===== src/verilog/crf_regs.svh =====
// register file constants: field positions, reset values, widths
// assumes an includer that wants plain `define macros, no logic here
//
// Overview of operation
// [RL1] primary accumulator 16 bits, low byte separately
// [RL2] operand flag 0 selects 16, 1 selects 8
// [RL3] secondary accumulator mirrors primary, costlier to use
// [RL4] two index registers, width chosen by pointer flag
// [RL5] indexed modes add index to base address
// [RL6] block moves and multiply-accumulate use index pointers
// [RL7] 16-bit stack pointer saves and restores context
// [RL8] stack pointer is base for stack modes
// [RL9] program counter holds low 16 address bits
// [RL10] program fetches go through bus interface unit
// [RL11] width flags live inside processor status
// [RL12] program counter carry bumps program bank
// [RL13] data bank supplies upper address byte
// [RL14] direct page base anchors 256-byte page
// [RL15] 8-bit writes leave upper byte unchanged
`ifndef CRF_REGS_SVH
`define CRF_REGS_SVH

// ****************************************
// processor status field positions
// ****************************************
`define CRF_PS_WIDTH 11
`define CRF_PS_POINTER_BIT 4
`define CRF_PS_OPERAND_BIT 5
`define CRF_PS_RESET 11'h004

// ****************************************
// reset values of the register set, pc step and direct page span
// ****************************************
`define CRF_WORD_RESET 16'h0000
`define CRF_BYTE_RESET 8'h00
`define CRF_PC_STEP 16'h0001
`define CRF_DP_SPAN 16'h0100

`endif

===== src/verilog/crf_pkg.sv =====
// types shared by the cpu register file and its users
// assumes crf_regs.svh is not needed here; codes are written out
package crf_pkg;

    // ****************************************
    // register selectors used by the execution logic
    // ****************************************
    typedef enum logic [2:0] {
        CRF_SEL_ACC_PRI = 3'h0,
        CRF_SEL_ACC_SEC = 3'h1,
        CRF_SEL_IDX_X = 3'h2,
        CRF_SEL_IDX_Y = 3'h3,
        CRF_SEL_STACK = 3'h4,
        CRF_SEL_DPAGE = 3'h5,
        CRF_SEL_DBANK = 3'h6,
        CRF_SEL_STATUS = 3'h7
    } crf_sel_type;

    // address base for effective address formation
    typedef enum logic [1:0] {
        CRF_BASE_ABS = 2'h0,
        CRF_BASE_DPAGE = 2'h1,
        CRF_BASE_STACK = 2'h2
    } crf_base_type;

    // index selection for indexed modes
    typedef enum logic [1:0] {
        CRF_IDX_NONE = 2'h0,
        CRF_IDX_X = 2'h1,
        CRF_IDX_Y = 2'h2
    } crf_idx_type;

    // one write request from the execution logic
    typedef struct packed {
        logic valid;
        crf_sel_type sel;
        logic [15:0] data;
    } crf_write_type;

    // effective address request
    typedef struct packed {
        crf_base_type base;
        crf_idx_type idx;
        logic use_bank;
        logic [15:0] offset;
    } crf_addr_req_type;

    // program counter control
    typedef struct packed {
        logic inc;
        logic load;
        logic [15:0] target;
        logic [7:0] bank;
        logic load_bank;
    } crf_pc_ctl_type;

    // whole state of the block
    typedef struct packed {
        logic [15:0] acc_pri;
        logic [15:0] acc_sec;
        logic [15:0] idx_x;
        logic [15:0] idx_y;
        logic [15:0] stack;
        logic [15:0] pc;
        logic [7:0] prog_bank;
        logic [7:0] data_bank;
        logic [15:0] dpage;
        logic [10:0] status;
        logic fetch_req;
        logic [23:0] fetch_addr;
        logic [23:0] eff_addr;
    } crf_state_type;

endpackage


===== src/verilog/crf_cpu_register_file.sv =====
// programmer-visible register set of a 16-bit core with 8-bit modes
// assumes execution logic on clk drives writes and pc controls, and a
// bus interface unit that accepts program fetch requests by handshake
`timescale 1ns/1ps
`include "crf_regs.svh"

module crf_cpu_register_file (
    input wire logic clk,
    input wire logic rstn,
    input wire crf_pkg::crf_write_type wr,
    input wire crf_pkg::crf_pc_ctl_type pc_ctl,
    input wire crf_pkg::crf_addr_req_type addr_req,
    input wire logic table_pointer_mode,
    input wire logic fetch_ready,
    output logic [15:0] acc_pri_q,
    output logic [15:0] acc_sec_q,
    output logic [15:0] idx_x_q,
    output logic [15:0] idx_y_q,
    output logic [15:0] stack_q,
    output logic [15:0] program_counter_q,
    output logic [7:0] program_bank_q,
    output logic [7:0] data_bank_q,
    output logic [15:0] direct_page_base_q,
    output logic [10:0] processor_status_q,
    output logic operand_width_flag,
    output logic pointer_width_flag,
    output logic [23:0] eff_addr,
    output logic [23:0] src_table_addr,
    output logic [23:0] dst_table_addr,
    output logic fetch_valid,
    output logic [23:0] fetch_addr
);

    // ****************************************
    // state and next state
    // ****************************************
    crf_pkg::crf_state_type state_reg; // all held state
    crf_pkg::crf_state_type state_next; // value for next edge
    logic op8; // accumulators in byte width
    logic ix8; // index registers in byte width
    logic [15:0] idx_val; // selected index contribution
    logic [15:0] base_val; // selected address base
    logic [16:0] pc_sum; // pc plus one with carry

    // width flags come out of the status word, no separate storage
    assign op8 = state_reg.status[`CRF_PS_OPERAND_BIT]; // see [RL11]
    assign ix8 = state_reg.status[`CRF_PS_POINTER_BIT]; // see [RL11]

    // ****************************************
    // next state logic
    // ****************************************
    // one write port; byte-width writes keep the upper byte so a later
    // switch to word width sees the old high half
    always_comb begin
        state_next = state_reg;
        idx_val = 16'h0000;
        base_val = 16'h0000;
        pc_sum = {1'b0, state_reg.pc} + {1'b0, `CRF_PC_STEP};
        if (wr.valid) begin
            unique case (wr.sel)
                crf_pkg::CRF_SEL_ACC_PRI: begin
                    // main operand register, byte or word
                    if (op8) begin // see [RL2]
                        state_next.acc_pri[7:0] = wr.data[7:0]; // see [RL15]
                    end else begin
                        state_next.acc_pri = wr.data; // see [RL1]
                    end
                end
                crf_pkg::CRF_SEL_ACC_SEC: begin
                    // same behaviour; extra cost lies in the decoder
                    if (op8) begin // see [RL3]
                        state_next.acc_sec[7:0] = wr.data[7:0]; // see [RL15]
                    end else begin
                        state_next.acc_sec = wr.data; // see [RL3]
                    end
                end
                crf_pkg::CRF_SEL_IDX_X: begin
                    // the pointer flag decides how much is written
                    if (ix8) begin // see [RL4]
                        state_next.idx_x[7:0] = wr.data[7:0]; // see [RL15]
                    end else begin
                        state_next.idx_x = wr.data; // see [RL4]
                    end
                end
                crf_pkg::CRF_SEL_IDX_Y: begin
                    // same width rule as the x register
                    if (ix8) begin // see [RL4]
                        state_next.idx_y[7:0] = wr.data[7:0]; // see [RL15]
                    end else begin
                        state_next.idx_y = wr.data; // see [RL4]
                    end
                end
                crf_pkg::CRF_SEL_STACK: begin
                    // always full width; pushes and pulls write it here
                    state_next.stack = wr.data; // see [RL7]
                end
                crf_pkg::CRF_SEL_DPAGE: begin
                    // full word; the page may start anywhere in bank zero
                    state_next.dpage = wr.data; // see [RL14]
                end
                crf_pkg::CRF_SEL_DBANK: begin
                    // only a byte exists; the upper data bits are dropped
                    state_next.data_bank = wr.data[7:0]; // see [RL13]
                end
                crf_pkg::CRF_SEL_STATUS: begin
                    // upper five bits of the word do not exist
                    state_next.status = wr.data[10:0]; // see [RL11]
                end
            endcase
        end
        // program counter: load wins over increment
        if (pc_ctl.load) begin
            state_next.pc = pc_ctl.target; // see [RL9]
            if (pc_ctl.load_bank) begin
                // a long jump replaces the bank as well
                state_next.prog_bank = pc_ctl.bank;
            end
        end else if (pc_ctl.inc) begin
            state_next.pc = pc_sum[15:0]; // see [RL9]
            if (pc_sum[16]) begin
                // crossing a 64k bank keeps execution running
                state_next.prog_bank = state_reg.prog_bank
                                     + 8'h01; // see [RL12]
            end
        end
        // re-arming repeats the current address so the bus unit never
        // starves; the price is redundant fetches while the core waits
        // fetch request held until the bus unit takes it
        if (state_reg.fetch_req && fetch_ready) begin
            state_next.fetch_req = 1'b0;
        end
        if (pc_ctl.load || pc_ctl.inc || !state_next.fetch_req) begin
            state_next.fetch_req = 1'b1; // see [RL10]
            state_next.fetch_addr = {state_next.prog_bank,
                                     state_next.pc}; // see [RL10]
        end
        // index contribution; byte width counts only the low byte
        unique case (addr_req.idx)
            crf_pkg::CRF_IDX_X: begin
                idx_val = ix8 ? {8'h00, state_reg.idx_x[7:0]}
                              : state_reg.idx_x;
            end
            crf_pkg::CRF_IDX_Y: begin
                idx_val = ix8 ? {8'h00, state_reg.idx_y[7:0]}
                              : state_reg.idx_y;
            end
            default: begin
                // code 3 is unused and treated as no index
                idx_val = 16'h0000;
            end
        endcase
        unique case (addr_req.base)
            crf_pkg::CRF_BASE_DPAGE: begin
                base_val = state_reg.dpage; // see [RL14]
            end
            crf_pkg::CRF_BASE_STACK: begin
                base_val = state_reg.stack; // see [RL8]
            end
            default: begin
                // absolute forms carry the whole base in the offset
                base_val = 16'h0000;
            end
        endcase
        // registered effective address, one cycle behind the request;
        // direct page may run into bank one, so keep the carry
        // limitation: a sum past the top bank wraps silently
        state_next.eff_addr = {(addr_req.use_bank ? state_reg.data_bank
                                                 : 8'h00), 16'h0000}
                            + {8'h00, base_val}
                            + {8'h00, addr_req.offset}
                            + {8'h00, idx_val}; // see [RL5] see [RL13]
    end

    // ****************************************
    // state register
    // ****************************************
    // reset loads constants only, never anything from the inputs
    always_ff @(posedge clk or negedge rstn) begin
        if (!rstn) begin
            state_reg <= '{acc_pri: `CRF_WORD_RESET,
                           acc_sec: `CRF_WORD_RESET,
                           idx_x: `CRF_WORD_RESET,
                           idx_y: `CRF_WORD_RESET,
                           stack: `CRF_WORD_RESET,
                           pc: `CRF_WORD_RESET,
                           prog_bank: `CRF_BYTE_RESET,
                           data_bank: `CRF_BYTE_RESET,
                           dpage: `CRF_WORD_RESET,
                           status: `CRF_PS_RESET,
                           fetch_req: 1'b0,
                           fetch_addr: 24'h00_0000,
                           eff_addr: 24'h00_0000};
        end else begin
            state_reg <= state_next;
        end
    end

    // ****************************************
    // outputs
    // ****************************************
    // registers are shown straight from the state flops
    assign acc_pri_q = state_reg.acc_pri;
    assign acc_sec_q = state_reg.acc_sec;
    assign idx_x_q = state_reg.idx_x;
    assign idx_y_q = state_reg.idx_y;
    assign stack_q = state_reg.stack;
    assign program_counter_q = state_reg.pc;
    assign program_bank_q = state_reg.prog_bank;
    assign data_bank_q = state_reg.data_bank;
    assign direct_page_base_q = state_reg.dpage;
    assign processor_status_q = state_reg.status;
    assign operand_width_flag = op8;
    assign pointer_width_flag = ix8;
    assign eff_addr = state_reg.eff_addr;
    // table pointers for block moves and multiply-accumulate: x is the
    // source, y the destination; without the mode they read as zero
    assign src_table_addr = table_pointer_mode
        ? {state_reg.data_bank, state_reg.idx_x} : 24'h00_0000; // see [RL6]
    assign dst_table_addr = table_pointer_mode
        ? {state_reg.data_bank, state_reg.idx_y} : 24'h00_0000; // see [RL6]
    assign fetch_valid = state_reg.fetch_req; // see [RL10]
    assign fetch_addr = state_reg.fetch_addr;

endmodule // crf_cpu_register_file


===== config.mk =====
export PLATFORM = sky130hd
export DESIGN_NAME = crf_cpu_register_file
export DESIGN_NICKNAME = d
export VERILOG_FILES = /design/src/verilog/crf_pkg.sv /design/src/verilog/crf_cpu_register_file.sv
export VERILOG_INCLUDE_DIRS = /design/src /design/src/verilog
export SDC_FILE = /design/constraint.sdc
export NUM_CORES = 1
export LEC_CHECK = 0
export ABC_AREA = 1
export BUFFER_PORTS_ARGS = -buffer_cell sky130_fd_sc_hd__buf_2
export CAP_MARGIN = 10
export CORE_MARGIN = 2
export CORE_UTILIZATION = 52
export CTS_CLUSTER_SIZE = 24
export DETAILED_ROUTE_END_ITERATION = 6
export PLACE_DENSITY_LB_ADDON = 0.25
export SYNTH_ARGS = -nofsm -noshare
export SYNTH_HDL_FRONTEND = slang
export SYNTH_SLANG_ARGS = --single-unit

===== constraint.sdc =====
create_clock -name clk -period 3.29 [get_ports clk]
set_input_delay 0 -clock clk [delete_from_list [all_inputs] [get_ports clk]]
set_output_delay 0 -clock clk [all_outputs]
set_load 0.02 [all_outputs]

==> results.ini, run 1 <==
[clock_network]
cts_root_buffer=clkbuf_16
htreeDepth=4
cts_sinks=188
cts_tree=yes
cts_resized=0
clk_pin_slew_worst_paths_ps=80
cts_setup_buffers=0
ctsLongestPathBuffers=2
clkLatencyLatePin_ps=440
cts_buffers=17
hold_buffers=43

[job]
cap_violations=0

[grt]
grt_first_pass_wirelength_microns=46800
grtUsageTotal_pct=30.4
grt-ovfl-total=0
grt_pass1_vias=8719
grt_max_degree=81
antenna_found_initial=2

[floorplan]
rows=50
core_area_sq_um=18500
start_util_pct=52.6
io_pins=310
fp.dieW_microns=141
die_h_microns=141
die-area_sq_um=19800

[timing]
rsz0062_at_grt=no
fin_hold_ws_ps=17.8
hold_violations=0
setup_violations=0
max-slew-margin-rel_pct=38.2
max_freq_mhz=349
fin_setup_tns_ps=0
drv_slew=0
skew_ps=13.7
period_needed_ps=2870
worstMarginPinSlew_ps=924
min_period_over_period_pct=87.2

[setup_path]
reg2reg_to=eff_addr[21]$_DFF_PN0_
cp_max_fo=5
required_ps=3630
regToRegSetupSlack_ps=420
crit_chain=nor2_1, inv_1, a21oi_1, fa_1, ha_1, a21oi_1, o21ai_0, a21oi_1, nand2_1, nand3_1, nand2_1
slowest_stage=fa_1
crit_path_frequent_cell=a21oi_1
rr_worst_depth=11
endpoint_kind=flip-flop
critPathArrivalTime_ps=3210
startpoint_type=flip-flop
criticalPathCategory=flip-flop to flip-flop
timing.rr.start=processor_status_q[4]$_DFFE_PN0P_
worst_path_largest_cell_delay_ps=450

[pwr]
vdd_drop_max_uv=421
powerDensity_nw_per_um2=624
fin_total_pwr_mw=7.76
p_leak_nw=7.07

[logic_synthesis]
synth_edf_count=0
ys_ff_latch=188
synthTopCellsByCount=nand2_1, dfrtp_1, inv_1
ys_seq_area_share_pct=48.3
syn_nets=1327
synth_top_area_share_pct=48.0
synth_cell_types=41
synthCells=1215
synth_flop_cell=dfrtp_1
synth_area_per_cell_sq_um=8.02
ys_async_sr_fraction_pct=100
synthTopCellsByArea=dfrtp_1, nand2_1, o21ai_0, inv_1, fa_1
netlist_area_sq_um=9740
synthMostInstantiatedCell=nand2_1
yosys_warnings=0
yosys.area.top_type=dfrtp_1

[placed_design]
port_buffers=309
globalplace.congestion=0.978
place_area_sq_um=11400
dp.final_hpwl_microns=22300

[final_layout]
drive_above_1_share_pct=24.0
fillers=1573
design_area_sq_um=12400
utilization_pct=67.2
fin_nets=1651
syn2layout_area_growth_pct=27.7

[drt]
vias_per_cell=5.20
wl_microns=29900
final_antenna_net_count=0
drt_first_pass_iters=5
route.detailed.wl_per_inst_microns=16.7
vias=9300
drcViolationCount=0
drtIter0Drc=595

[status]
status=finished clean

[hold_path]
hold_start=wr[0]
hold_path_class=input port to flip-flop
holdPathEnd=processor_status_q[0]$_DFFE_PN0P_
min_delay_path_depth=3

==> where the power goes <==
group | switching (mW) | leakage [nW] | total [mW] | internal [mW]
clock | 1.02 | 0.300 | 2.13 | 1.11
sequential | 0.406 | 2.31 | 3.18 | 2.77
combinational | 1.64 | 4.46 | 2.45 | 0.807
==> worst max-delay path: cells and delay by family (launching register included) <==
| kind | cells | cell delay [ps] |
|---|---|---|
| AO/OA/AOI/OAI | 4 | 910 |
| adder cells (fa/ha/maj) | 2 | 840 |
| buffers and inverters | 1 | 140 |
| flip-flops | 1 | 440 |
| AND/OR/NAND/NOR | 4 | 440 |
==> state kept, by name, indices dropped and copies added, names as in the netlist <==
register,count
data_bank_q,8
processor_status_q,11
fetch_valid,1
idx_x_q,16
eff_addr,24
stack_q,16
direct_page_base_q,16
acc_pri_q,16
program_counter_q,16
acc_sec_q,16
fetch_addr,24
program_bank_q,8
idx_y_q,16
==> per-layer routing <==
metal	global-route usage (%)	share of wire [%]
met1	41.7	43
met2	49.1	47
met3	7.07	7.8
met5	0	0.043
met4	8.16	1.9
==> area by class of cell <==
type	count	area, sq um	area share, %
Clock inverter	14	171	1.38
Timing Repair Buffer	358	2040	16.4
Inverter	149	559	4.50
Clock buffer	18	439	3.53
Sequential cell	188	4710	37.8
Antenna cell	2	5.00	0.0402
Multi-Input combinational cell	825	4230	34.0
Tap cell	234	293	2.35
==> kinds of logic (layout without fill, tap and decap cells) <==
family                   Yosys count  count (layout)  synth area share [%]
AND/OR/NAND/NOR                  549             549                  23.1
AO/OA/AOI/OAI                    216             216                  12.1
buffers and inverters            202             539                  8.30
flip-flops                       188             188                  48.3
adder cells (fa/ha/maj)           40              40                  6.45
XOR/XNOR                          19              19                  1.71
other                              1               3                0.0385
==> cells in the final DEF, fill, tap and decap left out, drive strengths merged <==
cell type / n
a21boi: 4
a21o: 2
a21oi: 58
a22o: 12
a31oi: 3
and2: 2
and3: 1
buf: 314
bufinv: 1
clkbuf: 19
clkinv: 6
conb: 1
dfrtp: 187
dfstp: 1
diode: 2
dlygate4sd3: 43
fa: 17
ha: 23
inv: 156
nand2: 417
nand3: 49
nand3b: 1
nand4: 13
nor2: 56
nor3: 5
o211ai: 2
o21a: 2
o21ai: 129
o21bai: 3
o22ai: 1
or2: 5
xnor2: 7
xor2: 12
==> per-stage QoR <==
step                      setup slack, ps  cells
final                                 421   1788
after global routing                  147   1787
after CTS                             440   1785
after detailed placement              299   1710
after global placement                326   1710
after floorplan                       663   1215
==> worst max path at each step <==
stage | slack [ps] | startpoint | depth (start not counted) | endpoint
global route | 150 | processor_status_q[4]$_DFFE_PN0P_ | 11 | eff_addr[21]$_DFF_PN0_
detailed placement | 300 | addr_req[17] | 14 | eff_addr[21]$_DFF_PN0_
global placement | 330 | addr_req[17] | 14 | eff_addr[21]$_DFF_PN0_
finish | 420 | processor_status_q[4]$_DFFE_PN0P_ | 11 | eff_addr[21]$_DFF_PN0_
CTS | 440 | processor_status_q[4]$_DFFE_PN0P_ | 11 | eff_addr[21]$_DFF_PN0_
floorplan | 660 | addr_req[17] | 18 | eff_addr[19]$_DFF_PN0_
No activity file was read; power rests on OpenSTA's default activity.
==> run 2, diff against run 1 <==
--- a/config.mk
+++ b/config.mk
@@ -10,7 +10,7 @@
 export BUFFER_PORTS_ARGS = -buffer_cell sky130_fd_sc_hd__buf_2
 export CAP_MARGIN = 10
 export CORE_MARGIN = 2
-export CORE_UTILIZATION = 52
+export CORE_UTILIZATION = 56
 export CTS_CLUSTER_SIZE = 24
 export DETAILED_ROUTE_END_ITERATION = 6
 export PLACE_DENSITY_LB_ADDON = 0.25
==> constraint.sdc (replaced) <==
create_clock -name clk -period 3.4 [get_ports clk]
set_input_delay 0 -clock clk [delete_from_list [all_inputs] [get_ports clk]]
set_output_delay 0 -clock clk [all_outputs]
set_load 0.02 [all_outputs]
==> run 2 against run 1 <==
- the flow now finishes with violations (hold timing)
- setup slack better by 40 ps
- via count increased by 0.85%
- maximum frequency down 2.4%
- critical path depth grew 1
- largest power group unchanged
- final cell count is 0.67% lower
- flip-flop and latch count did not move
==> results.ini, run 2 (same netlist as run 1, synthesis figures left out) <==
[clock_network]
clkLatencyLatePin_ps=440  ; about the same
cts_sinks=188  ; unchanged
cts_root_buffer=clkbuf_16
clk_pin_slew_worst_paths_ps=80  ; about the same
htreeDepth=4  ; unchanged
cts_resized=0  ; unchanged
cts_tree=yes
ctsLongestPathBuffers=2  ; unchanged
cts_buffers=17  ; unchanged

[grt]
grt_max_degree=110  ; +36%
antenna_found_initial=5  ; +3
grt_first_pass_wirelength_microns=46500  ; -0.69%
grt-ovfl-total=0  ; unchanged
grtUsageTotal_pct=32.6  ; +2.2 points
grt_pass1_vias=8742  ; +0.26%

[drt]
drcViolationCount=0  ; unchanged
vias=9379  ; +0.85%
route.detailed.wl_per_inst_microns=16.6  ; -0.67%
wl_microns=29500  ; -1.3%
vias_per_cell=5.28  ; +1.5%
drtIter0Drc=708  ; +19%
final_antenna_net_count=0  ; unchanged
drt_first_pass_iters=7  ; +2

[job]
cap_violations=0  ; unchanged

[pwr]
switching_share_pct=39.8  ; +0.29 points
pwr-share-comb_pct=32.3  ; +0.7 points
vdd_drop_max_uv=432  ; +2.6%
p_leak_nw=7.03  ; -0.57%
power.internal_mw=4.44  ; -5.3%
p_sw_mw=2.94  ; -4.2%
fin_total_pwr_mw=7.38  ; -4.9%
powerDensity_nw_per_um2=597  ; -4.3%
p_seq_share_pct=41.5  ; +0.6 points
clkPwrFrac_pct=26.2  ; -1.3 points

[floorplan]
io_pins=310  ; unchanged
die-area_sq_um=18500  ; -6.9%
die_h_microns=136  ; -3.5%
core_area_sq_um=17200  ; -7.2%
start_util_pct=56.7  ; +4.1 points
fp.dieW_microns=136  ; -3.5%
rows=48  ; -4.0%

[timing]
skew_ps=12.2  ; -1.43 ps
hold_violations=2  ; +2
max-slew-margin-rel_pct=36.6  ; -1.6 points
min_period_over_period_pct=86.4  ; -0.76 points
fin_setup_tns_ps=0  ; unchanged
drv_slew=0  ; unchanged
rsz0062_at_grt=no
worstMarginPinSlew_ps=948  ; +23.8 ps
period_needed_ps=2940  ; +70.0 ps
fin_hold_ws_ps=-7.16  ; -24.9 ps
max_freq_mhz=340  ; -2.4%
setup_violations=0  ; unchanged

[status]
violations=hold timing
status=complete, but fails checks

[setup_path]
critical_path.startpoint=processor_status_q[4]$_DFFE_PN0P_
cp_max_fo=5  ; unchanged
regToRegSetupSlack_ps=460  ; +40 ps
reg2reg_to=eff_addr[22]$_DFF_PN0_
timing.rr.start=processor_status_q[4]$_DFFE_PN0P_
startpoint_type=flip-flop
critPathArrivalTime_ps=3260  ; +50 ps
endpoint_kind=flip-flop
required_ps=3720  ; +90 ps
rr_worst_depth=12  ; +1
criticalPathCategory=flip-flop to flip-flop

[placed_design]
dp.final_hpwl_microns=21800  ; -1.8%
port_buffers=309  ; unchanged
dp.cells=1699  ; -0.64%
globalplace.congestion=0.971  ; -0.70%

[hold_path]
min_delay_path_depth=5  ; +2
hold_start=wr[19]
holdPathEnd=processor_status_q[0]$_DFFE_PN0P_
hold_path_class=input port to flip-flop

[final_layout]
fin_nets=1647  ; -0.24%
fin_cells=1776  ; -0.67%
syn2layout_area_growth_pct=27.0
layout_common_cells=nand2_1, buf_2, dfrtp_1
drive_above_1_share_pct=23.8  ; -0.13 points
layout_commonest_cell=nand2_1

## run 2: cell types whose count changed in the layout (fill, tap and decap cells not counted), sizes merged
cell	before	now
diode	2	3
dlygate4sd3	43	41
clkinv	6	7
bufinv	1	0
clkinvlp	0	1
inv	156	155
buf	314	312
## run 2: power groups by stage
| stage | sequential (mW) | clock [mW] | combinational [mW] |
|---|---|---|---|
| 2_1_floorplan | 3.57 | 0 | 0.896 |
| 3_3_place_gp | 3.09 | 0 | 2.29 |
| 3_5_place_dp | 3.09 | 0 | 2.33 |
| 4_1_cts | 3.05 | 1.95 | 2.38 |
| 5_1_grt | 3.11 | 2.03 | 2.61 |
| 6_report | 3.06 | 1.93 | 2.39 |
## run 2: cell type report
type                    count  area [sq um]
diodes                      3          7.51
clock buffers              18           429
clock inverters            14           146
fillers                  1388          4810
inverters                 149           559
multi-input cells         825          4230
flip-flops and latches    188          4710
well taps                 225           282
repair buffers            354          2010
## run 2: worst max-delay path by stage
stage | endpoint | depth (start not counted) | slack [ps]
6_report | eff_addr[22]$_DFF_PN0_ | 12 | 460
3_3_place_gp | eff_addr[15]$_DFF_PN0_ | 13 | 400
4_1_cts | eff_addr[22]$_DFF_PN0_ | 12 | 520
2_1_floorplan | eff_addr[19]$_DFF_PN0_ | 18 | 770
5_1_grt | eff_addr[21]$_DFF_PN0_ | 11 | 270
3_5_place_dp | eff_addr[18]$_DFF_PN0_ | 15 | 370
## run 2: metrics by stage
stage	setup slack (ps)	utilization (%)	cell area, sq um
floorplan	773	-	9740
global placement	398	66.1	11400
detailed placement	371	66.1	11400
CTS	515	71.9	12300
global route	274	72.0	12400
finish	461	72.0	12400
## run 2: repair_timing
item / in CTS / in global routing
hold endpoints to repair: 221 / 0
setup buffers: 0 / 0
hold buffers: 41 / 0
## run 2: metal layers
layer	track usage (%)	vias up	wire, microns
met5	0	-	11
met2	54.0	381	14200
met3	6.90	48	2140
li1	-	4479	-
met4	10.4	2	711
met1	43.3	4469	12400
## run 2: critical path: stages (launching register included)
cell     delay [ps]
dfrtp_1         430
nor2_1          210
inv_1           130
a21oi_1         250
fa_1            460
ha_1            390
a21oi_1         270
o21a_1          200
nor2_1           50
nor2_1          200
nand2_1         120
nand3_1          80
nand2_1          50
